$ cat src/shared/sbc_pkg.sv
// constants and types for the serial pattern-test counter and control bank
//
// Overview of operation
// - a 24-bit bit error tally, read as three bytes, low byte first
// - the error tally saturates at all ones and then stays there
// - the error tally does not advance while pattern sync is lost
// - a 32-bit received bit tally, read as four bytes, low byte first
// - the received bit tally saturates at all ones, never wraps
// - the received bit tally does not advance while pattern sync is lost
// - readable tallies refresh only on a rising update control edge
// - update-done status stays low for the whole refresh
// - refresh copies, clears, drops zero-count status one cycle, then sets done
// - events during a refresh are still counted, none lost
// - latched bits set on their event and clear when software reads them
// - a cleared latched bit sets again only on a new event
// - read-only bits ignore writes; other bits take written values; the code stores only the defined control bits, reserved bits stay zero
// - reset bit 1 of the reset register resets the interface datapath
// - the interface stays in reset while that bit is one
// - loopback bit 0 routes received serial data into the transmitter
// - during loopback received data is not forwarded to the Ethernet side
// - buffered packets stay queued during loopback, released after it ends
// - outside datapath reset, sync-lost flag is one exactly when the checker is not locked
// - update-done rises when a refresh completes, drops when the control drops
package sbc_pkg;

  localparam int ERR_W = 24;
  localparam int BIT_W = 32;
  localparam int CLK_PERIOD_PS = 5000;

  // register byte addresses
  localparam logic [7:0] ADDR_STATUS = 8'h8c;
  localparam logic [7:0] ADDR_LATCHED = 8'h8e;
  localparam logic [7:0] ADDR_ERR_B0 = 8'h94;
  localparam logic [7:0] ADDR_ERR_B1 = 8'h95;
  localparam logic [7:0] ADDR_ERR_B2 = 8'h96;
  localparam logic [7:0] ADDR_BIT_B0 = 8'h98;
  localparam logic [7:0] ADDR_BIT_B1 = 8'h99;
  localparam logic [7:0] ADDR_BIT_B2 = 8'h9a;
  localparam logic [7:0] ADDR_BIT_B3 = 8'h9b;
  localparam logic [7:0] ADDR_RESET_CTRL = 8'hc1;
  localparam logic [7:0] ADDR_LOOP_CTRL = 8'hc2;

  // field positions
  localparam int STAT_SYNC_LOST = 0;
  localparam int STAT_ERR_NONZERO = 1;
  localparam int LAT_ERR_SEEN = 2;
  localparam int STAT_UPDATE_DONE = 3;
  localparam int RESET_CTRL_BIT = 1;
  localparam int LOOP_CTRL_BIT = 0;

  localparam logic [7:0] REG_RESET_VAL = 8'h00;

  // least hold time of the software reset, ns, and its cycle count (rounded up)
  localparam int RESET_MIN_NS = 200;
  localparam int RESET_MIN_CYC = (RESET_MIN_NS * 1000 + CLK_PERIOD_PS - 1) / CLK_PERIOD_PS;

  typedef enum logic [1:0] {
    PM_IDLE,
    PM_LOAD,
    PM_ZERO,
    PM_DONE
  } sbc_pm_state_t;

endpackage

$ cat src/verilog/sbc_top.sv
// serial interface pattern-test counters, status and control registers
`timescale 1ns/1ps
`default_nettype none
module sbc_top (
  input wire logic ref_clk, // 200 MHz system clock
  input wire logic resetn, // async reset, active low
  input wire logic [7:0] cpu_addr, // register byte address
  input wire logic [7:0] cpu_wdata, // write data
  input wire logic cpu_wr, // write strobe, one cycle
  input wire logic cpu_rd, // read strobe, one cycle
  output logic [7:0] cpu_rdata, // read data, valid cycle after cpu_rd
  input wire logic perf_monitor_update, // update control from the far side
  output logic perf_monitor_update_done, // refresh complete status
  input wire logic pattern_locked, // receive checker locked
  input wire logic rx_bit_valid, // one received bit this cycle
  input wire logic rx_bit_error, // that bit was in error
  output logic pattern_sync_lost, // checker not locked
  input wire logic rx_ser_bit, // received serial data bit
  input wire logic rx_ser_valid, // received bit valid
  input wire logic tx_pkt_bit, // transmit bit from packet queue
  input wire logic tx_pkt_valid, // transmit bit valid from queue
  output logic tx_ser_bit, // bit to serial transmitter
  output logic tx_ser_valid, // transmitter bit valid
  output logic eth_rx_bit, // received bit toward Ethernet side
  output logic eth_rx_valid, // Ethernet-side bit valid
  output logic queue_hold, // stall buffered packet release
  output logic datapath_reset // interface datapath reset, active high
);
  import sbc_pkg::*;

  // ****************************************************************
  // declarations
  // ****************************************************************
  logic [7:0] reset_ctrl;
  logic [7:0] loop_ctrl;
  logic [7:0] next_rdata;
  logic [ERR_W-1:0] err_shown;
  logic [BIT_W-1:0] bits_shown;
  logic [$clog2(RESET_MIN_CYC+1)-1:0] rst_hold;
  logic pmu_sync;
  logic pmu_prev;
  logic pmu_rise;
  logic snap;
  logic sync_lost_now;
  logic err_event;
  logic err_nonzero;
  logic err_nonzero_prev;
  logic done_prev;
  logic sync_lost_prev;
  logic lat_done;
  logic lat_err_seen;
  logic lat_nonzero;
  logic lat_sync;
  logic rd_latched;
  logic dp_rst;
  logic loop_on;
  sbc_pm_state_t pm_state;
  sbc_pm_state_t next_pm_state;

  // ****************************************************************
  // software reset of the interface datapath
  // ****************************************************************
  // stretch keeps the reset valid even if software drops the bit early
  always_ff @(posedge ref_clk or negedge resetn) begin
    if (!resetn) begin
      rst_hold <= '0;
    end else if (reset_ctrl[RESET_CTRL_BIT]) begin
      rst_hold <= ($bits(rst_hold))'(RESET_MIN_CYC);
    end else if (rst_hold != '0) begin
      rst_hold <= rst_hold - 1'b1;
    end
  end

  assign dp_rst = reset_ctrl[RESET_CTRL_BIT] || (rst_hold != '0);

  always_ff @(posedge ref_clk or negedge resetn) begin
    if (!resetn) begin
      datapath_reset <= 1'b1;
    end else begin
      datapath_reset <= dp_rst;
    end
  end

  // ****************************************************************
  // update control edge detect
  // ****************************************************************
  sbc_sync2 u_pmu_sync (
    .ref_clk(ref_clk),
    .resetn(resetn),
    .din(perf_monitor_update),
    .dout(pmu_sync)
  );

  always_ff @(posedge ref_clk or negedge resetn) begin
    if (!resetn) begin
      pmu_prev <= 1'b0;
    end else begin
      pmu_prev <= pmu_sync;
    end
  end

  assign pmu_rise = pmu_sync && !pmu_prev;

  // ****************************************************************
  // refresh sequencer
  // ****************************************************************
  always_comb begin
    next_pm_state = pm_state;
    unique case (pm_state)
      PM_IDLE: begin
        if (pmu_rise) begin
          next_pm_state = PM_LOAD;
        end
      end
      PM_LOAD: begin
        next_pm_state = PM_ZERO;
      end
      PM_ZERO: begin
        next_pm_state = PM_DONE;
      end
      PM_DONE: begin
        next_pm_state = PM_IDLE;
      end
    endcase
  end

  always_ff @(posedge ref_clk or negedge resetn) begin
    if (!resetn) begin
      pm_state <= PM_IDLE;
    end else if (dp_rst) begin
      pm_state <= PM_IDLE;
    end else begin
      pm_state <= next_pm_state;
    end
  end

  // copy and clear happen together in one cycle
  assign snap = (pm_state == PM_LOAD);

  // done stays low through load and zero, set on the closing step
  always_ff @(posedge ref_clk or negedge resetn) begin
    if (!resetn) begin
      perf_monitor_update_done <= 1'b0;
    end else if (dp_rst) begin
      perf_monitor_update_done <= 1'b0;
    end else if (!pmu_sync) begin
      // follows the control low one cycle after the synchroniser
      perf_monitor_update_done <= 1'b0;
    end else if (pmu_rise || pm_state != PM_IDLE && pm_state != PM_DONE) begin
      perf_monitor_update_done <= 1'b0;
    end else if (pm_state == PM_DONE) begin
      perf_monitor_update_done <= 1'b1;
    end
  end

  // ****************************************************************
  // pattern tallies
  // ****************************************************************
  assign sync_lost_now = !pattern_locked;
  assign err_event = rx_bit_valid && rx_bit_error;

  sbc_sat_counter #(
    .W(ERR_W)
  ) u_err_tally (
    .ref_clk(ref_clk),
    .resetn(resetn),
    .clr(dp_rst),
    .inc(err_event),
    .freeze(sync_lost_now),
    .snap(snap),
    .shown(err_shown)
  );

  sbc_sat_counter #(
    .W(BIT_W)
  ) u_bit_tally (
    .ref_clk(ref_clk),
    .resetn(resetn),
    .clr(dp_rst),
    .inc(rx_bit_valid),
    .freeze(sync_lost_now),
    .snap(snap),
    .shown(bits_shown)
  );

  // ****************************************************************
  // live status
  // ****************************************************************
  always_ff @(posedge ref_clk or negedge resetn) begin
    if (!resetn) begin
      pattern_sync_lost <= 1'b0;
    end else if (dp_rst) begin
      pattern_sync_lost <= 1'b0;
    end else begin
      pattern_sync_lost <= sync_lost_now;
    end
  end

  // zero-count status is forced low for exactly the zero step
  always_ff @(posedge ref_clk or negedge resetn) begin
    if (!resetn) begin
      err_nonzero <= 1'b0;
    end else if (dp_rst || pm_state == PM_ZERO) begin
      err_nonzero <= 1'b0;
    end else begin
      err_nonzero <= (err_shown != '0);
    end
  end

  always_ff @(posedge ref_clk or negedge resetn) begin
    if (!resetn) begin
      err_nonzero_prev <= 1'b0;
      done_prev <= 1'b0;
      sync_lost_prev <= 1'b0;
    end else begin
      err_nonzero_prev <= err_nonzero;
      done_prev <= perf_monitor_update_done;
      sync_lost_prev <= pattern_sync_lost;
    end
  end

  // ****************************************************************
  // latched status, cleared by reading
  // ****************************************************************
  assign rd_latched = cpu_rd && (cpu_addr == ADDR_LATCHED);

  // a new event in the read cycle wins over the clear
  always_ff @(posedge ref_clk or negedge resetn) begin
    if (!resetn) begin
      lat_done <= 1'b0;
      lat_err_seen <= 1'b0;
      lat_nonzero <= 1'b0;
      lat_sync <= 1'b0;
    end else if (dp_rst) begin
      lat_done <= 1'b0;
      lat_err_seen <= 1'b0;
      lat_nonzero <= 1'b0;
      lat_sync <= 1'b0;
    end else begin
      if (perf_monitor_update_done && !done_prev) begin
        lat_done <= 1'b1;
      end else if (rd_latched) begin
        lat_done <= 1'b0;
      end
      if (err_event) begin
        lat_err_seen <= 1'b1;
      end else if (rd_latched) begin
        lat_err_seen <= 1'b0;
      end
      if (err_nonzero && !err_nonzero_prev) begin
        lat_nonzero <= 1'b1;
      end else if (rd_latched) begin
        lat_nonzero <= 1'b0;
      end
      if (pattern_sync_lost != sync_lost_prev) begin
        lat_sync <= 1'b1;
      end else if (rd_latched) begin
        lat_sync <= 1'b0;
      end
    end
  end

  // ****************************************************************
  // writable control registers
  // ****************************************************************
  // only defined bits store; reserved bits stay zero
  always_ff @(posedge ref_clk or negedge resetn) begin
    if (!resetn) begin
      reset_ctrl <= REG_RESET_VAL;
    end else if (cpu_wr && cpu_addr == ADDR_RESET_CTRL) begin
      reset_ctrl <= REG_RESET_VAL;
      reset_ctrl[RESET_CTRL_BIT] <= cpu_wdata[RESET_CTRL_BIT];
    end
  end

  // the loopback control itself is outside the datapath reset
  always_ff @(posedge ref_clk or negedge resetn) begin
    if (!resetn) begin
      loop_ctrl <= REG_RESET_VAL;
    end else if (cpu_wr && cpu_addr == ADDR_LOOP_CTRL) begin
      loop_ctrl <= REG_RESET_VAL;
      loop_ctrl[LOOP_CTRL_BIT] <= cpu_wdata[LOOP_CTRL_BIT];
    end
  end

  assign loop_on = loop_ctrl[LOOP_CTRL_BIT];

  // ****************************************************************
  // read mux
  // ****************************************************************
  // writes to tally and status addresses have no path to storage
  always_comb begin
    next_rdata = 8'h00;
    unique case (cpu_addr)
      ADDR_STATUS: begin
        next_rdata[STAT_SYNC_LOST] = pattern_sync_lost;
        next_rdata[STAT_ERR_NONZERO] = err_nonzero;
        next_rdata[STAT_UPDATE_DONE] = perf_monitor_update_done;
      end
      ADDR_LATCHED: begin
        next_rdata[STAT_SYNC_LOST] = lat_sync;
        next_rdata[STAT_ERR_NONZERO] = lat_nonzero;
        next_rdata[LAT_ERR_SEEN] = lat_err_seen;
        next_rdata[STAT_UPDATE_DONE] = lat_done;
      end
      ADDR_ERR_B0: next_rdata = err_shown[7:0];
      ADDR_ERR_B1: next_rdata = err_shown[15:8];
      ADDR_ERR_B2: next_rdata = err_shown[23:16];
      ADDR_BIT_B0: next_rdata = bits_shown[7:0];
      ADDR_BIT_B1: next_rdata = bits_shown[15:8];
      ADDR_BIT_B2: next_rdata = bits_shown[23:16];
      ADDR_BIT_B3: next_rdata = bits_shown[31:24];
      ADDR_RESET_CTRL: next_rdata = reset_ctrl;
      ADDR_LOOP_CTRL: next_rdata = loop_ctrl;
      default: next_rdata = 8'h00;
    endcase
  end

  always_ff @(posedge ref_clk or negedge resetn) begin
    if (!resetn) begin
      cpu_rdata <= 8'h00;
    end else if (cpu_rd) begin
      cpu_rdata <= next_rdata;
    end
  end

  // ****************************************************************
  // queue loopback datapath
  // ****************************************************************
  always_ff @(posedge ref_clk or negedge resetn) begin
    if (!resetn) begin
      tx_ser_bit <= 1'b0;
      tx_ser_valid <= 1'b0;
    end else if (dp_rst) begin
      tx_ser_bit <= 1'b0;
      tx_ser_valid <= 1'b0;
    end else if (loop_on) begin
      tx_ser_bit <= rx_ser_bit;
      tx_ser_valid <= rx_ser_valid;
    end else begin
      tx_ser_bit <= tx_pkt_bit;
      tx_ser_valid <= tx_pkt_valid;
    end
  end

  always_ff @(posedge ref_clk or negedge resetn) begin
    if (!resetn) begin
      eth_rx_bit <= 1'b0;
      eth_rx_valid <= 1'b0;
    end else if (dp_rst || loop_on) begin
      eth_rx_bit <= 1'b0;
      eth_rx_valid <= 1'b0;
    end else begin
      eth_rx_bit <= rx_ser_bit;
      eth_rx_valid <= rx_ser_valid;
    end
  end

  // queue sees the hold and keeps its packets until loopback ends
  always_ff @(posedge ref_clk or negedge resetn) begin
    if (!resetn) begin
      queue_hold <= 1'b0;
    end else begin
      queue_hold <= loop_on;
    end
  end

endmodule
`default_nettype wire

$ cat src/verilog/sbc_sync2.sv
// two-flop synchroniser for a level arriving from outside the clock domain
`timescale 1ns/1ps
`default_nettype none
module sbc_sync2 (
  input wire logic ref_clk, // system clock
  input wire logic resetn, // async reset, active low
  input wire logic din, // asynchronous level
  output logic dout // synchronised level
);
  logic meta;

  always_ff @(posedge ref_clk or negedge resetn) begin
    if (!resetn) begin
      meta <= 1'b0;
      dout <= 1'b0;
    end else begin
      meta <= din;
      dout <= meta;
    end
  end
endmodule
`default_nettype wire

$ cat src/verilog/sbc_sat_counter.sv
// saturating event tally with freeze and a snapshot register
`timescale 1ns/1ps
`default_nettype none
module sbc_sat_counter #(
  parameter int W = 24
) (
  input wire logic ref_clk, // system clock
  input wire logic resetn, // async reset, active low
  input wire logic clr, // synchronous datapath reset
  input wire logic inc, // one event this cycle
  input wire logic freeze, // hold the tally
  input wire logic snap, // copy tally out and restart it
  output logic [W-1:0] shown // readable snapshot
);
  logic [W-1:0] live;
  logic bump;

  // the byte-wide read mux serves at most four bytes
  if (W < 2 || W > 32) begin : g_bad_width
    $error("sbc_sat_counter: W out of range");
  end

  // saturation check stops the tally at all ones instead of wrapping
  assign bump = inc && !freeze && (live != {W{1'b1}});

  always_ff @(posedge ref_clk or negedge resetn) begin
    if (!resetn) begin
      live <= '0;
    end else if (clr) begin
      live <= '0;
    end else if (snap) begin
      // an event in the copy cycle starts the new tally at one
      live <= {{(W-1){1'b0}}, (inc && !freeze)};
    end else if (bump) begin
      live <= live + {{(W-1){1'b0}}, 1'b1};
    end
  end

  always_ff @(posedge ref_clk or negedge resetn) begin
    if (!resetn) begin
      shown <= '0;
    end else if (clr) begin
      shown <= '0;
    end else if (snap) begin
      shown <= live;
    end
  end
endmodule
`default_nettype wire

$ cat config.mk
export PLATFORM = sky130hd
export DESIGN_NAME = sbc_top
export DESIGN_NICKNAME = d
export VERILOG_FILES = /design/src/shared/sbc_pkg.sv /design/src/verilog/sbc_top.sv /design/src/verilog/sbc_sync2.sv /design/src/verilog/sbc_sat_counter.sv
export SDC_FILE = /design/constraint.sdc
export NUM_CORES = 1
export LEC_CHECK = 0
export CAP_MARGIN = 20
export CORE_ASPECT_RATIO = 1.4
export CORE_UTILIZATION = 52
export CTS_BUF_LIST = sky130_fd_sc_hd__clkbuf_4
export CTS_CLUSTER_SIZE = 10
export DETAILED_ROUTE_END_ITERATION = 16
export DONT_BUFFER_PORTS = 1
export PLACE_DENSITY = 0.67
export SLEW_MARGIN = 15
export SYNTH_ARGS = -nofsm -noshare
export SYNTH_HDL_FRONTEND = slang
export SYNTH_SLANG_ARGS = --single-unit
export TNS_END_PERCENT = 100
$ cat constraint.sdc
create_clock -name ref_clk -period 2.8 [get_ports ref_clk]
set_input_delay 0.7 -clock ref_clk [delete_from_list [all_inputs] [get_ports ref_clk]]
set_output_delay 0.7 -clock ref_clk [all_outputs]
set_load 0.1 [all_outputs]
==> qor.yml <==
floorplan:
  die_h_um: 145
  num_rows: 52
  die_w_um: 104
  die-area_sq_um: 15200
  start_util_pct: 53.0
  coreArea_sq_um: 14400
  io_pins: 44
synth:
  synthArstFlopShare_pct: 100
  yosysUniqueCellTypes: 75
  synth_common_cells: "dfrtp_1, nor2_1, mux2i_1, a21oi_1, nand2_1"
  synth_edf_count: 0
  avgSynthCellArea_sq_um: 10.1
  yosysTopAreaCellShare_pct: 48.6
  yosys_warnings: 0
  yosys.area.top_type: "dfrtp_1"
  syn-cell-area_sq_um: 7620
  ys_seq_area_share_pct: 48.9
  synth_top_flop_cell: "dfrtp_1"
  synth_most_common_cell: "dfrtp_1"
  postSynthCellCount: 754
  synth_fp_nets: 789
  synth_area_leaders: "dfrtp_1, mux2i_1, nor2_1"
  synth-seq-cells: 149
sta:
  fmax_mhz: 426
  maxSlewViolCount: 0
  tightest_slew_ps: 966
  relSlewSlack_pct: 35.6
  hold_violations: 148
  hold_slack_ps: -194
  skew_ps: 18.7
  rsz0062_at_grt: "no"
  fin_crit_ps: 2350
  layout_setup_ws_ps: 453
  setup-tns-final_ps: 0
  finalSetupViolCount: 0
  period_share_pct: 83.8
detailed_routing:
  drt_iter0_markers: 360
  postRouteAntennaNets: 0
  avgViaCountPerCell: 6.18
  vias: 5879
  wl_mm: 18.8
  drc: 0
  dr.pass1.iters: 5
  wl_per_cell_um: 19.7
outcome:
  status: "finished with violations"
  violations: "negative hold slack"
clocking:
  cts_tree: "done"
  clockBufferDepth: 2
  numCtsBuffers: 17
  postCtsResizedCells: 0
  cts_setup_buffers: 0
  cts_sinks: 149
  h-tree-depth: 4
  clkLatencyLatePin_ps: 580
  clk_pin_slew_ps: 120
  cts-root-buf: "clkbuf_4"
min_path:
  hold_class: "input port to async pin"
placed_design:
  dp_hpwl_mm: 13.3
  pre_cts_slack_ps: 331
  routabilityCongestion: 0.895
  port_buffers: 0
grt:
  first_global_vias: 5907
  antenna_found_initial: 1
  grt_first_pass_wirelength_mm: 30.9
  grt_max_degree: 150
  grt_use_total_pct: 26.4
  overflow: 0
critical_path:
  critical_path_class: "flop to flop"
  cp.required_ps: 3270
  critPathLaunchType: "flop"
  crit_arrival_ps: 2820
  path_max_fanout: 21
  crit_path_end_kind: "flop"
flow_run:
  cap_violations: 0
pwr:
  irDropWorstVdd_mv: 0.288
  clock_power_share_pct: 34.7
  leakage_nw: 3.04
  switching_share_pct: 28.2
  p_int_w: 0.00307
  pwr-share-comb_pct: 9.8
  pwr-share-seq_pct: 55.5
  switchingPower_w: 0.00121
  p_per_area_nw_per_um2: 525
finish:
  final_layout_size_suffix_gt1_share_pct: 10.8
  area_delta_synth_final_pct: 6.86
  nets: 784
  fin_util_pct: 56.6
-- area by class of cell --
class	instances	area [sq um]
fill	1273	6230
tap	189	236
clock buffer	17	128
clock inverter	15	186
multi-input combinational	544	3660
timing repair buffer	17	128
inverter	20	75.1
sequential	149	3730
antenna	1	2.50
-- flip-flops by register name, summed over array words and instances (netlist names), 2 cells and up --
| name | cells |
|---|---|
| u_bit_tally.live | 32 |
| rst_hold | 6 |
| pm_state | 2 |
| u_err_tally.live | 24 |
| u_bit_tally.shown | 32 |
| u_err_tally.shown | 24 |
| cpu_rdata | 8 |
-- metal layers --
layer  wire length (um)  GRT usage, %  up-vias
met3               1050          6.29       36
met5                  0             0        -
met2               9780          44.7      169
met4                507          11.8        0
met1               7420          31.7     2937
li1                   -             -     2737
-- cell usage in the layout, fill, tap and decap left out, types with 3 or more instances in the layout --
master / synthesis / routed
a211oi_1: 8 / 8
a21o_1: 3 / 3
a21oi_1: 41 / 41
a221oi_1: 7 / 7
a22oi_1: 7 / 7
a31oi_1: 3 / 3
and2_1: 4 / 4
and3_1: 6 / 6
and4_1: 9 / 9
buf_4: 1 / 17
bufinv_16: 0 / 4
clkbuf_4: 0 / 17
clkinv_1: 0 / 3
clkinv_2: 0 / 3
clkinvlp_4: 0 / 3
dfrtp_1: 148 / 148
ha_1: 7 / 6
inv_1: 20 / 20
mux2_2: 7 / 7
mux2i_1: 67 / 67
mux4_2: 4 / 4
nand2_1: 31 / 30
nand2b_1: 3 / 3
nand3_1: 29 / 29
nand4_1: 23 / 23
nor2_1: 120 / 120
nor2b_1: 6 / 6
nor3_1: 5 / 5
nor3b_1: 3 / 3
nor4_1: 14 / 14
o21ai_0: 27 / 27
o31ai_1: 7 / 7
or3_1: 17 / 17
or4_1: 12 / 12
xnor2_1: 25 / 25
-- critical path, cell delays in order (launching register included) --
cell and delay (ps):
dfrtp_1 410, inv_1 100, ha_1 210, or3b_1 450
nor3_4 340, nand2_2 230, buf_4 270, a311oi_1 240
-- logic make-up (layout without fill, tap and decap cells) --
kind of cell | after synthesis | count (layout) | share of synthesized area (%)
muxes | 78 | 78 | 11.0
AOI/OAI and AO/OA | 128 | 128 | 11.1
and+or+nand+nor | 304 | 304 | 21.5
DFF | 149 | 149 | 48.9
buffers and inverters | 61 | 69 | 3.25
other | 0 | 1 | 0
xor gates and xnor gates | 27 | 27 | 3.10
adders and majority gates | 7 | 7 | 1.15
-- through the flow --
step	hold WS, ps	area [sq um]	std cells	power (W)
global route	-232	8150	952	0.00444
CTS	-224	8140	951	0.00431
finish	-194	8150	952	0.00428
floorplan	331	7620	754	0.00274
global placement	336	7830	919	0.00281
detailed placement	355	7830	919	0.00283
-- power by group through the flow --
| stage | sequential [W] | clock [W] | combinational (W) |
|---|---|---|---|
| 6_report | 0.00237 | 0.00149 | 0.000418 |
| 4_1_cts | 0.00237 | 0.00152 | 0.000421 |
| 2_1_floorplan | 0.00242 | 0 | 0.000311 |
| 5_1_grt | 0.00238 | 0.00158 | 0.000473 |
| 3_5_place_dp | 0.00242 | 0 | 0.000419 |
| 3_3_place_gp | 0.00241 | 0 | 0.000401 |
-- final timing paths --
kind | from | to | slack (ps) | depth (start not counted)
max | rst_hold[0]$_DFFE_PN0N_ | pm_state[0]$_DFFE_PN0P_ | 450 | 7
min | resetn | rst_hold[5]$_DFFE_PN0N_ | -190 | 0
max reg2reg | rst_hold[0]$_DFFE_PN0N_ | pm_state[0]$_DFFE_PN0P_ | 450 | 7
min reg2reg | u_pmu_sync.meta$_DFF_PN0_ | u_pmu_sync.dout$_DFF_PN0_ | 380 | 0
max in group asynchronous | resetn | u_bit_tally.live[20]$_DFFE_PN0P_ | 2740 | 0
min in group ref_clk | perf_monitor_update | u_pmu_sync.meta$_DFF_PN0_ | 140 | 0
Note: power is estimated with default switching activity, not from simulation.
